[src/inc/almf_regs.svh]
// Register offsets, bit maps and reset values of the alarm block
`ifndef ALMF_REGS_SVH
`define ALMF_REGS_SVH
// ****************************************
// Offsets
// ****************************************
`define ALMF_OFS_FAULT_SEL 8'h09
`define ALMF_OFS_FORCE 8'h0C
`define ALMF_OFS_CLEAR 8'h0F
`define ALMF_OFS_STATUS 8'h30
`define ALMF_OFS_CRIT_SEL 8'h51
`define ALMF_OFS_LATCH 8'h54
// ****************************************
// Bit maps and reset values
// ****************************************
`define ALMF_STATUS_BITS 24'hEC0FFE
`define ALMF_LATCH_BITS 24'h6C0FF8
`define ALMF_ALWAYS_LATCH 24'h800004
`define ALMF_BIT_RELAY 2
`define ALMF_BIT_ZCROSS 1
`define ALMF_SEL_RESET 24'h000000
`define ALMF_LATCH_RESET 24'h000000
`endif

[src/inc/almf_pkg.sv]
// Types shared by the alarm latch, mask and force block
package almf_pkg;
    typedef logic [23:0] almf_word_t;
    typedef struct packed {
        logic wr;
        logic rd;
        logic [7:0] addr;
        almf_word_t wdata;
    } almf_req_s;
    typedef struct packed {
        almf_word_t latch_cfg;
        almf_word_t fault_sel;
        almf_word_t crit_sel;
    } almf_nvm_s;
    typedef enum logic [1:0] {
        ALMF_IDLE,
        ALMF_SAVE,
        ALMF_LOAD
    } almf_nvm_e;
endpackage

[src/design/almf_flag_cell.sv]
// One alarm status flag with set, host clear and interval clear
`timescale 1ns/100ps
module almf_flag_cell (
    // Clock and reset
    input wire logic clk_sys_in,
    input wire logic rstn_in,
    // Control
    input wire logic set_in,
    input wire logic host_clr_in,
    input wire logic auto_clr_in,
    // State
    output logic flag_out
);
    logic flag_q;

    // Any set beats both clears so no event is lost
    always_ff @(posedge clk_sys_in or negedge rstn_in) begin
        if (!rstn_in) begin
            flag_q <= 1'b0;
        end else if (set_in) begin
            flag_q <= 1'b1;
        end else if (host_clr_in || auto_clr_in) begin
            flag_q <= 1'b0;
        end
    end

    assign flag_out = flag_q;
endmodule

[src/design/almf_top.sv]
// Alarm status flags with latch config, pin selects and forcing
//
// Contract
// - Latched alarm holds until host clear
// - Unlatched alarm clears at interval end
// - Latch config only on listed bits
// - Latch config storable to nonvolatile memory
// - First select register drives fault pin
// - Second select register drives critical pin
// - Select one enables alarm, zero ignores
// - Select bits follow status bit map
// - Selects reset zero, storable to memory
// - Force one sets matching flag
// - Force zero no effect, reads zero
// - Clear one clears flag, zero nothing
// - Status register read only, all flags
// - Zero crossing flag clears itself
`timescale 1ns/100ps
`include "almf_regs.svh"
module almf_top
    import almf_pkg::*;
#(
    parameter int WIDTH = 24
) (
    // Clock and reset
    input wire logic clk_sys_in,
    input wire logic rstn_in,
    // Register port from the host interface
    input wire almf_req_s req_in,
    output almf_word_t rdata_out,
    output logic rvalid_out,
    // Alarm sources
    input wire logic [WIDTH-1:0] alarm_event_in,
    input wire logic interval_done_in,
    // Nonvolatile store
    input wire logic nvm_save_in,
    input wire logic nvm_load_in,
    input wire almf_nvm_s nvm_image_in,
    output almf_nvm_s nvm_image_out,
    output logic nvm_write_out,
    // Alarm pins and status
    output logic fault_alarm_pin_out,
    output logic critical_alarm_pin_out,
    output almf_word_t alarm_status_out
);
    // ****************************************
    // Decode
    // ****************************************
    function automatic logic hit(input almf_req_s r, input logic [7:0] a);
        hit = r.wr && (r.addr == a);
    endfunction

    almf_word_t latch_cfg_q;
    almf_word_t fault_sel_q;
    almf_word_t crit_sel_q;
    almf_word_t flags;
    almf_word_t set_vec;
    almf_word_t host_clr;
    almf_word_t auto_clr;
    almf_word_t latched;
    almf_nvm_e nvm_state_q;
    logic fault_q;
    logic crit_q;

    // ****************************************
    // Configuration registers
    // ****************************************
    // latch config bits
    always_ff @(posedge clk_sys_in or negedge rstn_in) begin
        if (!rstn_in) begin
            latch_cfg_q <= `ALMF_LATCH_RESET;
        end else if (hit(req_in, `ALMF_OFS_LATCH)) begin
            latch_cfg_q <= req_in.wdata & `ALMF_LATCH_BITS;
        end else if (nvm_state_q == ALMF_LOAD) begin
            latch_cfg_q <= nvm_image_in.latch_cfg & `ALMF_LATCH_BITS;
        end
    end

    always_ff @(posedge clk_sys_in or negedge rstn_in) begin
        if (!rstn_in) begin
            fault_sel_q <= `ALMF_SEL_RESET;
            crit_sel_q <= `ALMF_SEL_RESET;
        end else begin
            if (hit(req_in, `ALMF_OFS_FAULT_SEL)) begin
                fault_sel_q <= req_in.wdata & `ALMF_STATUS_BITS;
            end else if (nvm_state_q == ALMF_LOAD) begin
                fault_sel_q <= nvm_image_in.fault_sel & `ALMF_STATUS_BITS;
            end
            if (hit(req_in, `ALMF_OFS_CRIT_SEL)) begin
                crit_sel_q <= req_in.wdata & `ALMF_STATUS_BITS;
            end else if (nvm_state_q == ALMF_LOAD) begin
                crit_sel_q <= nvm_image_in.crit_sel & `ALMF_STATUS_BITS;
            end
        end
    end

    // ****************************************
    // Nonvolatile save and load
    // ****************************************
    // Save takes priority; a load the same cycle is dropped
    always_ff @(posedge clk_sys_in or negedge rstn_in) begin
        if (!rstn_in) begin
            nvm_state_q <= ALMF_IDLE;
        end else if (nvm_save_in) begin
            nvm_state_q <= ALMF_SAVE;
        end else if (nvm_load_in) begin
            nvm_state_q <= ALMF_LOAD;
        end else begin
            nvm_state_q <= ALMF_IDLE;
        end
    end

    always_ff @(posedge clk_sys_in or negedge rstn_in) begin
        if (!rstn_in) begin
            nvm_image_out <= '0;
            nvm_write_out <= 1'b0;
        end else begin
            nvm_write_out <= 1'b0;
            unique case (nvm_state_q)
                ALMF_SAVE: begin
                    nvm_image_out <= '{latch_cfg_q, fault_sel_q, crit_sel_q};
                    nvm_write_out <= 1'b1;
                end
                ALMF_IDLE, ALMF_LOAD: begin
                    nvm_write_out <= 1'b0;
                end
            endcase
        end
    end

    // ****************************************
    // Status flags
    // ****************************************
    // Relay and data ready have no latch config and always hold,
    // so a forced relay state is not lost at interval end
    assign latched = latch_cfg_q | `ALMF_ALWAYS_LATCH;

    always_comb begin
        set_vec = alarm_event_in & `ALMF_STATUS_BITS;
        if (hit(req_in, `ALMF_OFS_FORCE)) begin
            set_vec = set_vec | (req_in.wdata & `ALMF_STATUS_BITS);
        end
        host_clr = '0;
        if (hit(req_in, `ALMF_OFS_CLEAR)) begin
            host_clr = req_in.wdata;
        end
        auto_clr = interval_done_in ? ~latched : '0;
    end

    genvar gi;
    generate
        for (gi = 0; gi < WIDTH; gi++) begin : g_flag
            if (((`ALMF_STATUS_BITS >> gi) & 1) != 0) begin : g_used
                almf_flag_cell u_cell (
                    .clk_sys_in(clk_sys_in),
                    .rstn_in(rstn_in),
                    .set_in(set_vec[gi]),
                    .host_clr_in(host_clr[gi]),
                    .auto_clr_in(auto_clr[gi]),
                    .flag_out(flags[gi])
                );
            end else begin : g_none
                assign flags[gi] = 1'b0;
            end
        end
    endgenerate

    assign alarm_status_out = flags;

    // ****************************************
    // Alarm pins
    // ****************************************
    // masked OR to pins
    always_ff @(posedge clk_sys_in or negedge rstn_in) begin
        if (!rstn_in) begin
            fault_q <= 1'b0;
            crit_q <= 1'b0;
        end else begin
            fault_q <= |(flags & fault_sel_q);
            crit_q <= |(flags & crit_sel_q);
        end
    end

    assign fault_alarm_pin_out = fault_q;
    assign critical_alarm_pin_out = crit_q;

    // ****************************************
    // Read path
    // ****************************************
    // Force and clear are write only; unmapped reads give zero
    always_ff @(posedge clk_sys_in or negedge rstn_in) begin
        if (!rstn_in) begin
            rdata_out <= '0;
            rvalid_out <= 1'b0;
        end else begin
            rvalid_out <= req_in.rd;
            if (req_in.rd) begin
                unique case (req_in.addr)
                    `ALMF_OFS_STATUS: rdata_out <= flags;
                    `ALMF_OFS_FAULT_SEL: rdata_out <= fault_sel_q;
                    `ALMF_OFS_CRIT_SEL: rdata_out <= crit_sel_q;
                    `ALMF_OFS_LATCH: rdata_out <= latch_cfg_q;
                    default: rdata_out <= '0;
                endcase
            end
        end
    end

    // ****************************************
    // Assertions
    // ****************************************
    AST_LATCH_HOLD: assert property (
        @(posedge clk_sys_in) disable iff (!rstn_in)
        (flags[6] && latch_cfg_q[6] && !host_clr[6]) |=> flags[6])
        else $error("latched flag dropped without clear");

    AST_AUTO_CLEAR: assert property (
        @(posedge clk_sys_in) disable iff (!rstn_in)
        (interval_done_in && !latch_cfg_q[5] && !set_vec[5])
        |=> !flags[5])
        else $error("unlatched flag survived interval end");

    AST_LATCH_MAP: assert property (
        @(posedge clk_sys_in) disable iff (!rstn_in)
        (latch_cfg_q & ~`ALMF_LATCH_BITS) == 24'h000000)
        else $error("latch config holds unused bit");

    AST_NVM_SAVE: assert property (
        @(posedge clk_sys_in) disable iff (!rstn_in)
        (nvm_save_in && !hit(req_in, `ALMF_OFS_LATCH)) ##1 1'b1
        |=> nvm_write_out && nvm_image_out.latch_cfg == $past(latch_cfg_q))
        else $error("save did not capture latch config");

    AST_FAULT_PIN: assert property (
        @(posedge clk_sys_in) disable iff (!rstn_in)
        ##1 fault_alarm_pin_out == $past(|(flags & fault_sel_q)))
        else $error("fault pin disagrees with selection");

    AST_CRIT_PIN: assert property (
        @(posedge clk_sys_in) disable iff (!rstn_in)
        (crit_sel_q == 24'h000000) [*2] |-> !critical_alarm_pin_out)
        else $error("critical pin high with empty selection");

    AST_SEL_MAP: assert property (
        @(posedge clk_sys_in) disable iff (!rstn_in)
        ((fault_sel_q | crit_sel_q) & ~`ALMF_STATUS_BITS) == 24'h000000)
        else $error("select holds unused bit");

    AST_FORCE_SET: assert property (
        @(posedge clk_sys_in) disable iff (!rstn_in)
        hit(req_in, `ALMF_OFS_FORCE) && req_in.wdata[`ALMF_BIT_RELAY]
        |=> flags[`ALMF_BIT_RELAY])
        else $error("force did not set flag");

    AST_CLEAR_FLAG: assert property (
        @(posedge clk_sys_in) disable iff (!rstn_in)
        hit(req_in, `ALMF_OFS_CLEAR) && req_in.wdata[6] && !set_vec[6]
        |=> !flags[6])
        else $error("clear did not clear flag");

    AST_ZCROSS: assert property (
        @(posedge clk_sys_in) disable iff (!rstn_in)
        (interval_done_in && !set_vec[`ALMF_BIT_ZCROSS])
        |=> !flags[`ALMF_BIT_ZCROSS])
        else $error("zero crossing flag not self cleared");

    AST_FORCE_WINS: assert property (
        @(posedge clk_sys_in) disable iff (!rstn_in)
        (interval_done_in && hit(req_in, `ALMF_OFS_FORCE)
         && req_in.wdata[5]) |=> flags[5])
        else $error("interval clear beat force");
endmodule

[config.mk]
export PLATFORM = sky130hd
export DESIGN_NAME = almf_top
export DESIGN_NICKNAME = d
export VERILOG_FILES = /design/src/inc/almf_pkg.sv /design/src/design/almf_flag_cell.sv /design/src/design/almf_top.sv
export VERILOG_INCLUDE_DIRS = /design/src /design/src/inc
export SDC_FILE = /design/constraint.sdc
export NUM_CORES = 1
export LEC_CHECK = 0
export ABC_AREA = 1
export BUFFER_PORTS_ARGS = -buffer_cell sky130_fd_sc_hd__clkbuf_2
export CAP_MARGIN = 25
export CORE_UTILIZATION = 50
export CTS_CLUSTER_SIZE = 30
export DETAILED_ROUTE_END_ITERATION = 8
export PLACE_DENSITY = 0.8
export SETUP_SLACK_MARGIN = 0.2
export SLEW_MARGIN = 20
export SYNTH_ARGS = -nofsm -noshare
export SYNTH_HDL_FRONTEND = slang
export SYNTH_SLANG_ARGS = --single-unit
[constraint.sdc]
create_clock -name clk_sys_in -period 1.65 [get_ports clk_sys_in]
set_input_delay 0.33 -clock clk_sys_in [delete_from_list [all_inputs] [get_ports clk_sys_in]]
set_output_delay 0.33 -clock clk_sys_in [all_outputs]
set_load 0.05 [all_outputs]
* After elaboration in Yosys (flattened, before gate mapping)
Cells that the tools add are included.
** Storage, ports and cells
- Flip-flop bits (word level) :: 190
- Memory bits (writable) :: 0
- Memories kept :: 0
- Logic and storage cells :: 129
- Bits in latches :: 0
- Output and inout bits :: 124
- Bits in read-only memories :: 0
- Input port bits :: 135
** Cells by class
- Equal/unequal tests :: 8
- Order comparisons :: 0
- Shifts and indexed selects :: 0
- Divide/modulo/power cells :: 0
- Multiplexer cells :: 45
- $mul :: 0
- Bitwise gates (word level) :: 4
- $add $sub $neg :: 0
- Reductions and logical operators :: 44
** Operators by type and width (count)
- $mux 24 :: 9
- $pmux 24 s4 :: 1
- $and 24x24->24 :: 2
- $reduce_or 24->1 :: 2
- $reduce_bool 2->1 :: 19
- $mux 1 :: 32
- $eq 8x4->1 const B :: 3
- $not 24->24 :: 1
- $or 24x24->24 :: 1
- $eq 8x7->1 const B :: 2
- $logic_or 1x1->1 :: 16
- $eq 8x6->1 const B :: 1
- $logic_and 1x1->1 :: 5
- $mux 2 :: 2
- $eq 2x1->1 const B :: 1
- $eq 2x2->1 const B :: 1
- $logic_not 2->1 :: 1
- $pmux 1 s2 :: 1
- $reduce_or 2->1 :: 1

* Longest topological paths before layout
- Depth in word-level cells :: 6
- Gate-level depth with buffers :: 9
- Depth with buffers taken out :: 9

* Modules after synthesis
Synthesis repeated with hierarchy kept, for this count alone.
** Second synthesis, totals
- Cell total of the unflattened synthesis :: 769
- Area total of the unflattened synthesis :: 6597.6 um2
** Modules (own cells, without submodules)
- almf_top :: instances 1, area each 5957.0 um2, cells each 689
- almf_flag_cell :: instances 16, area each 40.0 um2, cells each 5

* Worst setup path before layout
Ideal clock, no wire load.
- Kind :: input -> register
- Start :: input req_in[31] (netlist name)
- End :: register g_flag[10].g_used.u_cell.flag_q
- Required time :: 1530 ps
- Arrival :: 1215 ps
- Stages :: 7
- Path slack :: 315 ps
- Setup time :: 120 ps
- Path through :: inv_2 -> nand2_2 -> nor3_4 -> nand2_4 -> buf_6 -> o21ai_1 -> nand2_1
** On the way
- Longest elaborated chain between the ends :: 5
** RTL lines
- from (decl) :: RTL line almf_top.sv:29 : input wire almf_req_s req_in,
- $eq 8x4->1 :: RTL line almf_top.sv:50 : hit = r.wr && (r.addr == a);
- $logic_and 1x1->1 :: RTL line almf_top.sv:50
- $mux 24 :: RTL line almf_top.sv:144 : if (hit(req_in, `ALMF_OFS_CLEAR)) begin
- $logic_or 1x1->1 :: RTL line almf_flag_cell.sv:22 : end else if (host_clr_in || auto_clr_in) begin
- $reduce_bool 2->1 (no line)
- to (signal assigned) :: RTL line almf_flag_cell.sv:19 : flag_q <= 1'b0;
- to (signal assigned) :: RTL line almf_flag_cell.sv:21 : flag_q <= 1'b1;
- to (signal assigned) :: RTL line almf_flag_cell.sv:23 : flag_q <= 1'b0;
- to (decl) :: RTL line almf_flag_cell.sv:14 : logic flag_q;
Several ways; a longest one is shown, not always the timed one.
A chain may end at the register's enable or synchronous reset.

* Worst setup path after layout
- Start :: register g_flag[2].g_used.u_cell.flag_q
- End :: output alarm_status_out[2]
** RTL lines
- from (decl) :: RTL line almf_flag_cell.sv:14
- from (signal assigned) :: RTL line almf_flag_cell.sv:19
- from (signal assigned) :: RTL line almf_flag_cell.sv:21
- from (signal assigned) :: RTL line almf_flag_cell.sv:23
- to (decl) :: RTL line almf_top.sv:44 : output almf_word_t alarm_status_out
No word-level cell between the ends.

==> impl_metrics.py <==
metrics = {
    "critical_path": {
        "r2r-start": "nvm_state_q[0]",
        "reg2reg_to": "nvm_image_out[5]",
        "crit_end": "alarm_status_out[2]",
        "worstPathMaxFanout": 5,
        "path_cells": "buf_4",
        "r2r.worst_path.cells": 3,
        "crit_family": "flip-flops",
        "reg2reg_slack_ps": 310,
        "required_ps": 1320,
        "start_kind": "register",
        "path_depth": 1,
        "startpoint": "g_flag[2].g_used.u_cell.flag_out",
        "critical-path-max-stage-delay_ps": 460,
        "worstSetupPathType": "register to output pin",
        "crit_buf_inv": 1,
        "crit_path_end_kind": "output pin",
        "crit_slowest_cell": "dfrtp_1",
        "worstPathArrival_ps": 1130,
    },
    "sta": {
        "rsz0062_at_grt": "true",
        "timing.setup.tns_ps": 0,
        "fin_crit_ps": 1459,
        "report.final.hold_viol_count": 0,
        "fin_crit_sh": 0.8841,
        "setup_violations": 0,
        "hold_ws_ps": 28.51,
        "fin_worst_skew_ps": 10.66,
        "drv_slew": 0,
        "clock.fmax_ghz": 0.6855,
    },
    "logic_synthesis": {
        "synth_top_area_share": 0.4661,
        "synth_top_area_cell": "dfrtp_1",
        "yosys_register_bits": 128,
        "synth_area_sq_um": 6872,
        "ys_seq_area_frac": 0.4661,
        "synth_edf_count": 0,
        "synth.distinct_cells": 30,
        "synth_compound_area_frac": 0.09250,
        "yosys.area_share.xor_xnor": 0,
        "synthMuxAreaShare": 0.02458,
        "yosys_warnings": 0,
        "ys.flop_type": "dfrtp_1",
        "syn_avg_cell_area_sq_um": 8.171,
        "syn_inst": 841,
        "synth-simple-area-share": 0.2617,
        "synth_area_leaders": "dfrtp_1, nand3_1, nand2_1",
        "synthAdderAreaFrac": 0,
        "synth_top_family_by_area": "simple AND/OR/NAND/NOR gates",
        "synthArstFlopShare": 1.000,
    },
    "layout": {
        "multi_input_area_sq_um": 2771,
        "seqCellArea_sq_um": 3206,
        "areaGrowthSynthToFinish_pct": 23.22,
        "final_cell_mix": "nand3_1, nand2_1, clkbuf_2",
        "nets": 1131,
        "num_antenna_cells": 0,
        "final_common_cell": "nand3_1",
        "drive_gt1_frac": 0.2735,
        "fill_cells": 1151,
    },
    "status": {
        "status": "complete, no violations",
    },
    "route": {
        "drc": 0,
        "drtIter0Drc": 716,
        "first_pass_iters": 7,
        "vias": 6399,
        "wirelength_um": 20020,
        "viasPerCell": 5.400,
        "wl_per_cell_um": 16.89,
        "drtAntennaViolNets": 0,
    },
    "cts": {
        "cts_max_level": 4,
        "cts_tree": "yes",
        "cts_buffer_depth": 2,
        "clkTransAtPathRegs_ps": 60,
        "clockRootBuffer": "clkbuf_16",
        "clk_latency_ps": 420,
        "cts_sinks": 128,
        "cts_setup_buffers": 0,
        "numCtsBuffers": 17,
    },
    "global_route": {
        "antenna_found_initial": 0,
        "grt_pass1_wl_um": 31610,
        "grtUsageTotal": 0.2951,
        "gr-total-overflow": 0,
        "grt_max_degree": 48,
        "grt_pass1_vias": 5881,
    },
    "power_and_ir_drop": {
        "p_sw_frac": 0.3561,
        "power_frac_clock": 0.377,
        "vdd.ir_drop.worst_v": 0.0007426,
        "p_comb_frac": 0.248,
        "p_switching_mw": 3.806,
        "leakagePower_nw": 4.570,
        "pwr_density_cell_nw_per_um2": 1262,
        "p_seq_frac": 0.375,
        "p_int_mw": 6.881,
        "p_total_mw": 10.69,
    },
    "place": {
        "gp_congestion": 0.9808,
        "io_buffers": 172,
        "hpwl_um": 14900,
    },
    "floorplan": {
        "pin_count": 259,
        "die_area_sq_um": 14220,
        "core_sq_um": 13350,
        "initial_core_util": 0.5148,
        "die_h_um": 119.2,
        "std_cell_rows": 42,
        "die_w_um": 119.2,
    },
    "hold_path": {
        "hold_path_class": "primary input to register",
        "worstHoldStart": "nvm_save_in",
    },
    "run": {
        "maxCapViolCount": 0,
    },
}
-- cells in the mapped netlist (all sizes together) (7+ instances only) --
| library cell | count |
|---|---|
| buf | 85 |
| a21oi | 12 |
| o22ai | 7 |
| o211ai | 28 |
| inv | 104 |
| mux2 | 15 |
| nand2 | 168 |
| nor2 | 13 |
| dfrtp | 128 |
| clkbuf | 19 |
| o21ai | 58 |
| nand3 | 191 |
-- worst min path at each step --
stage	to	cells after the start
floorplan	crit_sel_q[10]	0
global placement	nvm_image_out[55]	1
detailed placement	nvm_image_out[55]	1
CTS	nvm_state_q[0]	1
global route	nvm_state_q[0]	1
finish	nvm_state_q[0]	1
-- power by group through the flow --
stage          combinational [mW]  clock, mW  sequential [mW]
4_1_cts                      2.64       4.06             3.98
2_1_floorplan                1.19          0             4.70
3_5_place_dp                 2.60          0             4.03
3_3_place_gp                 2.57          0             4.01
6_report                     2.65       4.03             4.01
5_1_grt                      2.82       4.22             4.06
-- state kept, by name, summed over array words and instances (netlist names) --
name,flops
fault_sel_q,16
nvm_state_q,2
rdata_out,16
nvm_image_out,45
latch_cfg_q,13
critical_alarm_pin_out,1
fault_alarm_pin_out,1
nvm_write_out,1
g_flag.g_used.u_cell.flag_out,16
crit_sel_q,16
rvalid_out,1
-- layer usage --
layer | track usage | up-vias | share of wire
met3 | 0.07232 | 29 | 0.098
met1 | 0.4301 | 3006 | 0.45
met2 | 0.4262 | 380 | 0.43
met4 | 0.1021 | 0 | 0.021
li1 | - | 2984 | -
met5 | 0 | - | 0
-- cells by family after synthesis --
group,after synthesis
DFF,128
AOI/OAI and AO/OA,109
other,1
muxes,15
and+or+nand+nor,380
buffers and inverters,208
-- timing repair --
action                     CTS  global route
gates resized for setup     21            14
setup endpoints to repair   44            19
hold endpoints to repair    16             0
hold buffers                 1             0
-- metrics by stage --
step                      instance area [sq um]  setup slack [ps]  cells    util
final                                      8467             191.2   1185  0.6343
after global placement                     7749             180.5   1152  0.5805
after floorplan                            7029             314.7    883       -
after detailed placement                   7749             149.2   1152  0.5805
after CTS                                  8458             153.2   1185  0.6337
after global routing                       8467             159.5   1185  0.6343
-- layout make-up --
class | count | area share
Multi-Input combinational cell | 547 | 0.3273
Inverter | 104 | 0.04640
Clock inverter | 13 | 0.02172
Sequential cell | 128 | 0.3786
Timing Repair Buffer | 198 | 0.1464
Tap cell | 176 | 0.02601
Clock buffer | 19 | 0.05349
(Power assumes the default switching activity.)
